### src/uhtr_pkg.sv
/*
  uhtr_pkg: register map, field layout, reset values and token codes
  of the host token/frame register block.
  assumes: 32-bit APB, one aligned word per register.
*/
package uhtr_pkg;

  localparam logic [7:0] ADDR_TARGET_ADDRESS = 8'h00;
  localparam logic [7:0] ADDR_FRAME_LOW      = 8'h04;
  localparam logic [7:0] ADDR_FRAME_HIGH     = 8'h08;
  localparam logic [7:0] ADDR_TOKEN_COMMAND  = 8'h0C;
  localparam logic [7:0] ADDR_SOF_THRESHOLD  = 8'h10;
  localparam logic [7:0] ADDR_TOKEN_STATUS   = 8'h14;

  localparam int LOW_SPEED_BIT   = 7;
  localparam int DEV_ADDR_MSB    = 6;
  localparam int TOKEN_TYPE_LSB  = 4;
  localparam int TOKEN_TYPE_MSB  = 7;
  localparam int TOKEN_EP_MSB    = 3;
  localparam int FRAME_LOW_MSB   = 7;
  localparam int FRAME_HIGH_LSB  = 8;
  localparam int FRAME_HIGH_MSB  = 10;

  localparam logic [7:0]  TARGET_ADDRESS_RESET = 8'h00;
  localparam logic [7:0]  TOKEN_COMMAND_RESET  = 8'h00;
  localparam logic [7:0]  SOF_THRESHOLD_RESET  = 8'h00;
  localparam logic [10:0] FRAME_RESET          = 11'h000;

  localparam logic [3:0] TOKEN_SETUP = 4'hD;
  localparam logic [3:0] TOKEN_IN    = 4'h9;
  localparam logic [3:0] TOKEN_OUT   = 4'h1;

  typedef enum logic [1:0] {
    UHTR_KIND_NONE,
    UHTR_KIND_SETUP,
    UHTR_KIND_IN,
    UHTR_KIND_OUT
  } uhtr_kind_t;

  typedef struct packed {
    logic       start;
    uhtr_kind_t kind;
    logic       low_speed;
    logic [6:0] device_address;
    logic [3:0] endpoint;
  } uhtr_token_t;

  typedef struct packed {
    logic        valid;
    logic [10:0] frame;
  } uhtr_sof_t;

endpackage : uhtr_pkg

### src/uhtr_regs.sv
/*
  uhtr_regs: host token/frame register set behind an APB slave.
  assumes: pclk 100 MHz, presetn async active low, the packet engine
  pulses sof_in.valid per received SOF and token_done per finished token.
*/
//
// Contract
// low-speed bit selects low speed for next token
// seven-bit device address held, read and write
// SOF loads frame bits 7:0 into low register
// SOF loads frame bits 10:8 into high register
// unimplemented upper bits read as zero
// token type codes decode SETUP, IN, OUT
// software writes only the three defined codes
// software supplies valid endpoint each token
// eight-bit threshold register, reset to zero
// software picks threshold matching packet size
// software checks busy before next token
// token write starts one transaction as programmed
module uhtr_regs
  import uhtr_pkg::*;
(
  // clock and reset
  input  wire  logic                  pclk,
  input  wire  logic                  presetn,
  // apb slave
  input  wire  logic                  psel,
  input  wire  logic                  penable,
  input  wire  logic                  pwrite,
  input  wire  logic [7:0]            paddr,
  input  wire  logic [31:0]           pwdata,
  output logic                        pready,
  output logic [31:0]                 prdata,
  output logic                        pslverr,
  // packet engine side
  input  wire  uhtr_pkg::uhtr_sof_t   sof_in,
  input  wire  logic                  token_done,
  output uhtr_pkg::uhtr_token_t       token_out,
  output logic                        token_in_progress,
  output logic [7:0]                  sof_threshold_count
);
  import uhtr_pkg::*;

  logic [7:0]  target_address;
  logic [7:0]  token_command;
  logic [10:0] frame;
  uhtr_token_t next_token_out;
  logic [7:0]  next_target_address;
  logic [7:0]  next_token_command;
  logic [7:0]  next_sof_threshold_count;
  logic [10:0] next_frame;
  logic        next_token_in_progress;
  logic        next_pready;
  logic [31:0] next_prdata;
  logic        next_pslverr;

  function automatic uhtr_kind_t decode_kind(input logic [3:0] code);
    case (code)
      TOKEN_SETUP: decode_kind = UHTR_KIND_SETUP;
      TOKEN_IN:    decode_kind = UHTR_KIND_IN;
      TOKEN_OUT:   decode_kind = UHTR_KIND_OUT;
      default:     decode_kind = UHTR_KIND_NONE;
    endcase
  endfunction : decode_kind

  logic setup_phase;
  logic wr_en;
  assign setup_phase = psel && !penable;
  // writes land at the access edge, where the master sees pready
  assign wr_en = psel && penable && pready && pwrite;

  always_comb begin
    next_target_address      = target_address;
    next_token_command       = token_command;
    next_sof_threshold_count = sof_threshold_count;
    next_frame               = frame;
    next_token_in_progress   = token_in_progress;
    next_token_out           = token_out;
    next_token_out.start     = 1'b0;
    if (sof_in.valid) begin
      next_frame = sof_in.frame;
    end
    if (token_done) begin
      next_token_in_progress = 1'b0;
    end
    if (wr_en) begin
      case (paddr)
        ADDR_TARGET_ADDRESS: begin
          next_target_address = pwdata[7:0];
        end
        ADDR_SOF_THRESHOLD: begin
          next_sof_threshold_count = pwdata[7:0];
        end
        ADDR_TOKEN_COMMAND: begin
          next_token_command = pwdata[7:0];
          next_token_in_progress = 1'b1;
          next_token_out.start = 1'b1;
          next_token_out.kind = decode_kind(
            pwdata[TOKEN_TYPE_MSB:TOKEN_TYPE_LSB]);
          next_token_out.endpoint = pwdata[TOKEN_EP_MSB:0];
          next_token_out.low_speed =
            target_address[LOW_SPEED_BIT];
          next_token_out.device_address =
            target_address[DEV_ADDR_MSB:0];
        end
        default: begin
        end
      endcase
    end
  end

  // no wait state: answer in the first access cycle
  always_comb begin
    next_pready  = 1'b0;
    next_prdata  = 32'h00000000;
    next_pslverr = 1'b0;
    if (setup_phase) begin
      next_pready = 1'b1;
      case (paddr)
        ADDR_TARGET_ADDRESS: next_prdata = {24'h000000, target_address};
        ADDR_FRAME_LOW:
          next_prdata = {24'h000000, frame[FRAME_LOW_MSB:0]};
        ADDR_FRAME_HIGH:
          next_prdata = {29'h00000000,
                         frame[FRAME_HIGH_MSB:FRAME_HIGH_LSB]};
        ADDR_TOKEN_COMMAND: next_prdata = {24'h000000, token_command};
        ADDR_SOF_THRESHOLD:
          next_prdata = {24'h000000, sof_threshold_count};
        ADDR_TOKEN_STATUS:
          next_prdata = {31'h00000000, token_in_progress};
        default: next_pslverr = 1'b1;
      endcase
      if (pwrite && (paddr == ADDR_FRAME_LOW || paddr == ADDR_FRAME_HIGH
                     || paddr == ADDR_TOKEN_STATUS)) begin
        next_pslverr = 1'b0;
      end
      if (pwrite) begin
        next_prdata = 32'h00000000;
      end
    end
  end

  always_ff @(posedge pclk or negedge presetn) begin
    if (!presetn) begin
      target_address      <= TARGET_ADDRESS_RESET;
      token_command       <= TOKEN_COMMAND_RESET;
      sof_threshold_count <= SOF_THRESHOLD_RESET;
      frame               <= FRAME_RESET;
      token_in_progress   <= 1'b0;
      token_out           <= '0;
      pready              <= 1'b0;
      prdata              <= 32'h00000000;
      pslverr             <= 1'b0;
    end else begin
      target_address      <= next_target_address;
      token_command       <= next_token_command;
      sof_threshold_count <= next_sof_threshold_count;
      frame               <= next_frame;
      token_in_progress   <= next_token_in_progress;
      token_out           <= next_token_out;
      pready              <= next_pready;
      prdata              <= next_prdata;
      pslverr             <= next_pslverr;
    end
  end

  sof_frame_a: assert property (@(posedge pclk) disable iff (!presetn)
    sof_in.valid |=> frame == $past(sof_in.frame))
    else $error("frame not captured on sof");

  frame_read_a: assert property (@(posedge pclk) disable iff (!presetn)
    (setup_phase && !pwrite && paddr == ADDR_FRAME_HIGH)
      |=> prdata[31:3] == 29'h00000000 && pready)
    else $error("frame high upper bits not zero");

  low_read_a: assert property (@(posedge pclk) disable iff (!presetn)
    (setup_phase && !pwrite && paddr == ADDR_FRAME_LOW && !sof_in.valid)
      |=> prdata[7:0] == frame[7:0])
    else $error("frame low read wrong");

  frame_high_a: assert property (@(posedge pclk) disable iff (!presetn)
    (setup_phase && !pwrite && paddr == ADDR_FRAME_HIGH && !sof_in.valid)
      |=> prdata[2:0] == frame[10:8])
    else $error("frame high read wrong");

  sof_only_a: assert property (@(posedge pclk) disable iff (!presetn)
    !sof_in.valid |=> $stable(frame))
    else $error("frame changed without sof");

  ro_write_a: assert property (@(posedge pclk) disable iff (!presetn)
    (wr_en && paddr == ADDR_FRAME_LOW && !sof_in.valid)
      |=> frame == $past(frame))
    else $error("frame written by software");

  token_start_a: assert property (@(posedge pclk) disable iff (!presetn)
    (wr_en && paddr == ADDR_TOKEN_COMMAND)
      |=> token_out.start && token_in_progress
          && token_out.endpoint == $past(pwdata[3:0]))
    else $error("token write did not start");

  token_speed_a: assert property (@(posedge pclk) disable iff (!presetn)
    (wr_en && paddr == ADDR_TOKEN_COMMAND)
      |=> token_out.low_speed == target_address[7])
    else $error("token speed mismatch");

  token_kind_a: assert property (@(posedge pclk) disable iff (!presetn)
    (wr_en && paddr == ADDR_TOKEN_COMMAND && pwdata[7:4] == 4'h9)
      |=> token_out.kind == UHTR_KIND_IN)
    else $error("in token misdecoded");

  setup_kind_a: assert property (@(posedge pclk) disable iff (!presetn)
    (wr_en && paddr == ADDR_TOKEN_COMMAND && pwdata[7:4] == TOKEN_SETUP)
      |=> token_out.kind == UHTR_KIND_SETUP)
    else $error("setup token misdecoded");

  out_kind_a: assert property (@(posedge pclk) disable iff (!presetn)
    (wr_en && paddr == ADDR_TOKEN_COMMAND && pwdata[7:4] == TOKEN_OUT)
      |=> token_out.kind == UHTR_KIND_OUT)
    else $error("out token misdecoded");

  token_dev_a: assert property (@(posedge pclk) disable iff (!presetn)
    (wr_en && paddr == ADDR_TOKEN_COMMAND)
      |=> token_out.device_address == $past(target_address[6:0]))
    else $error("token device address wrong");

  ep_hold_a: assert property (@(posedge pclk) disable iff (!presetn)
    !(wr_en && paddr == ADDR_TOKEN_COMMAND)
      |=> $stable(token_out.endpoint))
    else $error("endpoint changed without write");

  start_only_a: assert property (@(posedge pclk) disable iff (!presetn)
    token_out.start |-> $past(wr_en && paddr == ADDR_TOKEN_COMMAND))
    else $error("start without token write");

  busy_clear_a: assert property (@(posedge pclk) disable iff (!presetn)
    (token_done && !(wr_en && paddr == ADDR_TOKEN_COMMAND))
      |=> !token_in_progress)
    else $error("busy not cleared by done");

  busy_hold_a: assert property (@(posedge pclk) disable iff (!presetn)
    (token_in_progress && !token_done)
      |=> token_in_progress)
    else $error("busy dropped without done");

  addr_read_a: assert property (@(posedge pclk) disable iff (!presetn)
    (setup_phase && !pwrite && paddr == ADDR_TARGET_ADDRESS)
      |=> prdata[7:0] == $past(target_address))
    else $error("address read wrong");

  addr_upper_a: assert property (@(posedge pclk) disable iff (!presetn)
    (setup_phase && !pwrite && paddr == ADDR_TARGET_ADDRESS)
      |=> prdata[31:8] == 24'h000000)
    else $error("address upper bits not zero");

  tok_read_a: assert property (@(posedge pclk) disable iff (!presetn)
    (setup_phase && !pwrite && paddr == ADDR_TOKEN_COMMAND)
      |=> prdata[31:8] == 24'h000000)
    else $error("token upper bits not zero");

  thr_read_a: assert property (@(posedge pclk) disable iff (!presetn)
    (setup_phase && !pwrite && paddr == ADDR_SOF_THRESHOLD)
      |=> prdata == {24'h000000, $past(sof_threshold_count)})
    else $error("threshold read wrong");

  ready_setup_a: assert property (@(posedge pclk) disable iff (!presetn)
    setup_phase |=> pready)
    else $error("no ready after setup");

  no_ready_a: assert property (@(posedge pclk) disable iff (!presetn)
    !setup_phase |=> !pready)
    else $error("ready without setup");

  ready_pulse_a: assert property (@(posedge pclk) disable iff (!presetn)
    pready |=> !pready)
    else $error("ready longer than one cycle");

  unmapped_err_a: assert property (@(posedge pclk) disable iff (!presetn)
    (setup_phase && paddr > ADDR_TOKEN_STATUS)
      |=> pslverr && pready)
    else $error("unmapped address not refused");

  addr_hold_a: assert property (@(posedge pclk) disable iff (!presetn)
    (wr_en && paddr == ADDR_TARGET_ADDRESS)
      |=> target_address[6:0] == $past(pwdata[6:0]))
    else $error("device address not stored");

  sof_thr_a: assert property (@(posedge pclk) disable iff (!presetn)
    (wr_en && paddr == ADDR_SOF_THRESHOLD)
      |=> sof_threshold_count == $past(pwdata[7:0]))
    else $error("threshold not stored");

  start_pulse_a: assert property (@(posedge pclk) disable iff (!presetn)
    token_out.start |=> !token_out.start)
    else $error("start longer than one cycle");

endmodule : uhtr_regs

### config.mk
export PLATFORM = sky130hd
export DESIGN_NAME = uhtr_regs
export DESIGN_NICKNAME = d
export VERILOG_FILES = /design/src/uhtr_pkg.sv /design/src/uhtr_regs.sv
export SDC_FILE = /design/constraint.sdc
export NUM_CORES = 1
export LEC_CHECK = 0
export ABC_AREA = 1
export BUFFER_PORTS_ARGS = -buffer_cell sky130_fd_sc_hd__buf_2
export CORE_MARGIN = 2
export CORE_UTILIZATION = 52
export DETAILED_ROUTE_END_ITERATION = 10
export PLACE_DENSITY = 0.92
export SKIP_LAST_GASP = 1
export SYNTH_ARGS = -nofsm -noshare
export SYNTH_HDL_FRONTEND = slang
export SYNTH_SLANG_ARGS = --single-unit
### constraint.sdc
create_clock -name pclk -period 2.2 [get_ports pclk]
set_clock_uncertainty 0.1 [all_clocks]
set_input_delay 0.11 -clock pclk [delete_from_list [all_inputs] [get_ports pclk]]
set_output_delay 0.11 -clock pclk [all_outputs]
set_load 0.1 [all_outputs]
Word level (Yosys, flattened, before mapping)
Index checks and enable logic that the tools add are counted.
{ "classes": {"n_eq_ne": 8, "n_mux": 13, "n_reduce_logical": 13} }
{ "op_table": {"columns": ["operator", "n"], "rows": [
  ["32-bit two-way mux", 2],
  ["8-bit case mux with 6 select lines", 1],
  ["15-bit two-way mux", 2],
  ["8-bit by 4-bit equality test with 1-bit output (second input constant)", 2],
  ["8-bit by 5-bit equality test with 1-bit output (second input constant)", 2],
  ["4-bit equality test (second input constant)", 2],
  ["8-bit by 3-bit equality test with 1-bit output (second input constant)", 1],
  ["8-bit zero test", 1],
  ["1-bit two-way mux", 7],
  ["2-bit case mux with 3 select lines", 1],
  ["2-bit AND reduction", 3],
  ["6-bit OR reduction", 1],
  ["1-bit logical AND", 5],
  ["4-bit by 1-bit equality test with 1-bit output (second input constant)", 1],
  ["1-bit logical OR", 2],
  ["1-bit zero test", 1]
]} }
{ "totals": {"ff_bits": 85, "out_inout_bits": 58, "wordCells": 47} }

Logic depth before layout (Yosys ltp)
{ "logic_depth": {"depth_word": 6, "depth_mapped": 8, "ltp_nobuf": 7} }

Least setup slack after synthesis
Ideal clock, no wire load.
{ "synth_path": {"path_type": "flip-flop to flip-flop", "start": "register pready", "end": "register token_out[10] in the netlist's numbering", "t_arrival_ns": 1.701, "t_required_ns": 1.980, "slack_ns": 0.279, "path_stages_with_launch": 8, "path_buffers": 2, "path_cell_list": "dfrtp_1 > nand4_1 > inv_1 > nand3_2 > buf_6 > buf_6 > nand2_1 > nand2_1"} }
{ "synth_between": {"elab_chain_cells": 3} }
{ "synth_rtl": {"columns": ["element", "line_no", "rtl"], "rows": [
  ["start, declared", "uhtr_regs.sv:32", "output logic pready,"],
  ["start signal, assigned", "uhtr_regs.sv:161", "pready <= next_pready;"],
  ["1-bit logical AND (2 in series)", "uhtr_regs.sv:70", "assign wr_en = psel && penable && pready && pwrite;"],
  ["2-bit AND reduction (no source line)", null, null],
  ["end signal, assigned", "uhtr_regs.sv:160", "token_out <= next_token_out;"],
  ["end, declared", "uhtr_regs.sv:38", "output uhtr_pkg::uhtr_token_t token_out,"]
]} }
Every way passes these cells.
A chain may end at the register's enable or synchronous reset.

Worst setup path after layout
{ "layout_path": {"start": "input port penable", "end": "register token_out[11] in the netlist's numbering"} }
{ "layout_between": {"elab_chain_cells": 4} }
{ "layout_rtl": {"columns": ["element", "line_no", "rtl"], "rows": [
  ["start, declared", "uhtr_regs.sv:28", "input wire logic penable,"],
  ["1-bit logical AND (3 in series)", "uhtr_regs.sv:70", null],
  ["2-bit AND reduction (no source line)", null, null]
]} }
Every way passes these cells.

==> flow_metrics.py <==
metrics = {
    "place": {
        "place.port_buffers": 67,
        "finalWeightedCongestion": 0.847,
        "dp_hpwl_um": 4380,
        "placed_cell_area_mm2": 0.00305,
    },
    "worst_setup_path": {
        "arrival_ps": 1780,
        "r2r-end": "token_out[11]",
        "cp_num_cells": 9,
        "rr_startpoint": "pready",
        "path_delay_family": "buffers and inverters",
        "worstPathMaxFanout": 23,
        "cpPeakStageDelay_ps": 530,
        "endpoint": "token_out[11]",
        "cp-start-kind": "input pin",
        "crit_buf_inv": 5,
        "cp_slowest_cell": "dlygate4sd3_1",
        "required_ps": 2320,
        "path_class": "input pin to register",
        "end_kind": "register",
        "cpMostUsedCell": "nand2_1",
        "regToRegSetupSlack_ps": 590,
        "cp_cell_sequence": "dlygate4sd3_1 > buf_2 > nand4_1 > inv_1 > nand3_2 > buf_4 > clkinv_2 > nand2_1 > nand2_1",
        "rr_worst_depth": 7,
        "worstSetupStartpoint": "penable",
    },
    "drt": {
        "drt_wl_total_um": 6440,
        "met1_length_um": 2600,
        "met2_length_um": 3210,
        "wl_met3_um": 448,
        "avgViaCountPerCell": 4.87,
        "ant_nets": 0,
        "drc_errors": 0,
        "drt_iter0_drc": 162,
        "dr.max_layer_used": "met4",
        "first_pass_iters": 4,
        "wl_per_cell_um": 13.5,
        "vias": 2333,
    },
    "finish": {
        "area_growth_pct": 23.8,
        "finalInstanceArea_mm2": 0.00344,
        "antenna_cells": 0,
        "num-nets-final": 462,
        "drive_gt1_frac": 0.286,
    },
    "grt": {
        "grt_pass1_wl_um": 10600,
        "grt_pass1_vias": 2297,
        "antenna_found_initial": 0,
        "grt_max_degree": 32,
        "track_usage": 0.232,
        "grt-ovfl-total": 0,
    },
    "power_and_ir_drop": {
        "power_density_mw_per_mm2": 695,
        "p_leak_uw": 0.00189,
        "peakVddDrop_v": 0.000354,
    },
    "sta": {
        "fmax_mhz": 602,
        "rsz0062_at_grt": "false",
        "maxSlewHeadroom": 0.590,
        "hold_violations": 0,
        "final_max_slew_viol_count": 0,
        "fin_crit_ps": 1660,
        "post-route-period-util": 0.755,
        "finalSetupTns_ps": 0,
        "worstMarginPinSlew_ps": 615,
        "setup_viol": 0,
    },
    "synthesis": {
        "synth_cell_types": 25,
        "syn_area_mm2": 0.00278,
        "ys_ff_latch": 57,
        "yosysSeqAreaShare": 0.514,
        "syn_area_per_cell_um2": 8.79,
        "netlist_instances": 316,
        "ys.warnings.count": 0,
    },
    "hold_path": {
        "min_delay_path_depth": 3,
        "min_path_type": "input pin to register",
    },
    "die": {
        "row_count": 26,
        "start_util": 0.540,
        "die-height_um": 77.1,
        "die_w_um": 77.1,
        "design.core.area_mm2": 0.00514,
        "io-pin-count": 116,
        "design.die.area_mm2": 0.00594,
    },
    "run_status": {
        "status": "complete, no violations",
    },
    "clocking": {
        "path_clk_slew_ps": 70,
        "ctsRootBufferMaster": "clkbuf_8",
        "tritoncts": "built",
        "post_cts_buffers": 0,
        "cts_resized": 0,
        "cts_made_buffers": 9,
        "cts_max_level": 3,
        "hold_buffers": 20,
        "clkSinkCount": 57,
        "worstSkewPairLatency_ps": 340,
        "clk_path_buf_depth": 2,
    },
    "job": {
        "cap_viol_max_count": 0,
    },
}
==> metrics by stage <==
stage | hold WS (ps) | power (uW) | instances | util | setup WS (ps)
global placement | 45.7 | 1430 | 443 | 0.593 | 666
CTS | 2.12 | 2390 | 479 | 0.669 | 562
floorplan | -286 | 1390 | 339 | - | 279
global route | 10.3 | 2470 | 479 | 0.669 | 418
finish | 6.60 | 2390 | 479 | 0.669 | 539
detailed placement | 53.5 | 1430 | 443 | 0.593 | 643
==> worst min-delay path by stage <==
stage	slack (ps)	startpoint	to
global placement	50	presetn	token_out[1]
finish	7	pwdata[4]	target_address[4]
global route	10	pwdata[3]	sof_threshold_count[3]
floorplan	-290	presetn	frame[0]
CTS	2	pwdata[3]	target_address[3]
detailed placement	50	presetn	token_out[1]
==> worst reg2reg max path, stage by stage, from the launching register on <==
cell	delay, ps
dfrtp_1	370
nand4_1	110
inv_1	120
nand3_2	160
buf_4	280
clkinv_2	190
nand2_1	120
nand2_1	50
==> cell families (layout without fill, tap and decap cells) <==
logic type | count (synthesis) | in the layout | share of synthesized area
AO/OA/AOI/OAI | 42 | 42 | 0.0987
other | 1 | 24 | 0.00135
flip-flops | 57 | 57 | 0.514
buffers and inverters | 65 | 135 | 0.138
multiplexers | 5 | 5 | 0.0203
AND/OR/NAND/NOR | 146 | 146 | 0.228
==> cells in the mapped netlist (all sizes together) <==
library cell   n  area [um2]
nand2         92         358
dfrtp         57        1430
o21ai         41         269
buf           33         260
nor2          29         144
inv           28         105
nand3         23         120
mux2           5        56.3
clkbuf         3        12.5
a21oi          1        5.00
clkinv         1        5.00
conb           1        3.75
nand4          1        6.26
nor3           1        5.00
==> power by group <==
| group | leakage [uW] | internal, uW | total (uW) | switching [uW] |
|---|---|---|---|---|
| combinational | 0.00102 | 72.5 | 360 | 287 |
| sequential | 0.000772 | 1070 | 1080 | 10.7 |
| clock | 0.0000974 | 551 | 948 | 397 |
| total | 0.00189 | 1700 | 2390 | 695 |
==> layer usage <==
metal  GRT usage  vias up
li1            -     1118
met1       0.288     1079
met2       0.382      117
met3      0.0482       19
met4       0.120        0
met5           0        -
==> final cells by class <==
class,count,area (um2)
clock inverters,3,40.0
flip-flops and latches,57,1430
multi-input cells,217,1050
fillers,383,1700
inverters,29,110
well taps,70,87.6
clock buffers,13,149
repair buffers,90,571
==> cell usage in the layout, fill, tap and decap left out, types with 5 or more instances in the layout <==
cell type and n:
nand3_1 22, mux2_2 5, dlygate4sd3_1 20, buf_2 67, o21ai_2 17, nor2_1 23, clkbuf_8 10, o21ai_0 23
nand2_1 89, conb_1 24, dfrtp_1 57, inv_1 27
==> state kept, by name, summed over array words and instances (netlist names) <==
signal and count:
prdata 8, pready 1, frame 11, token_out 14
target_address 8, pslverr 1, sof_threshold_count 8, token_command 5
token_in_progress 1
(Power assumes the default switching activity.)
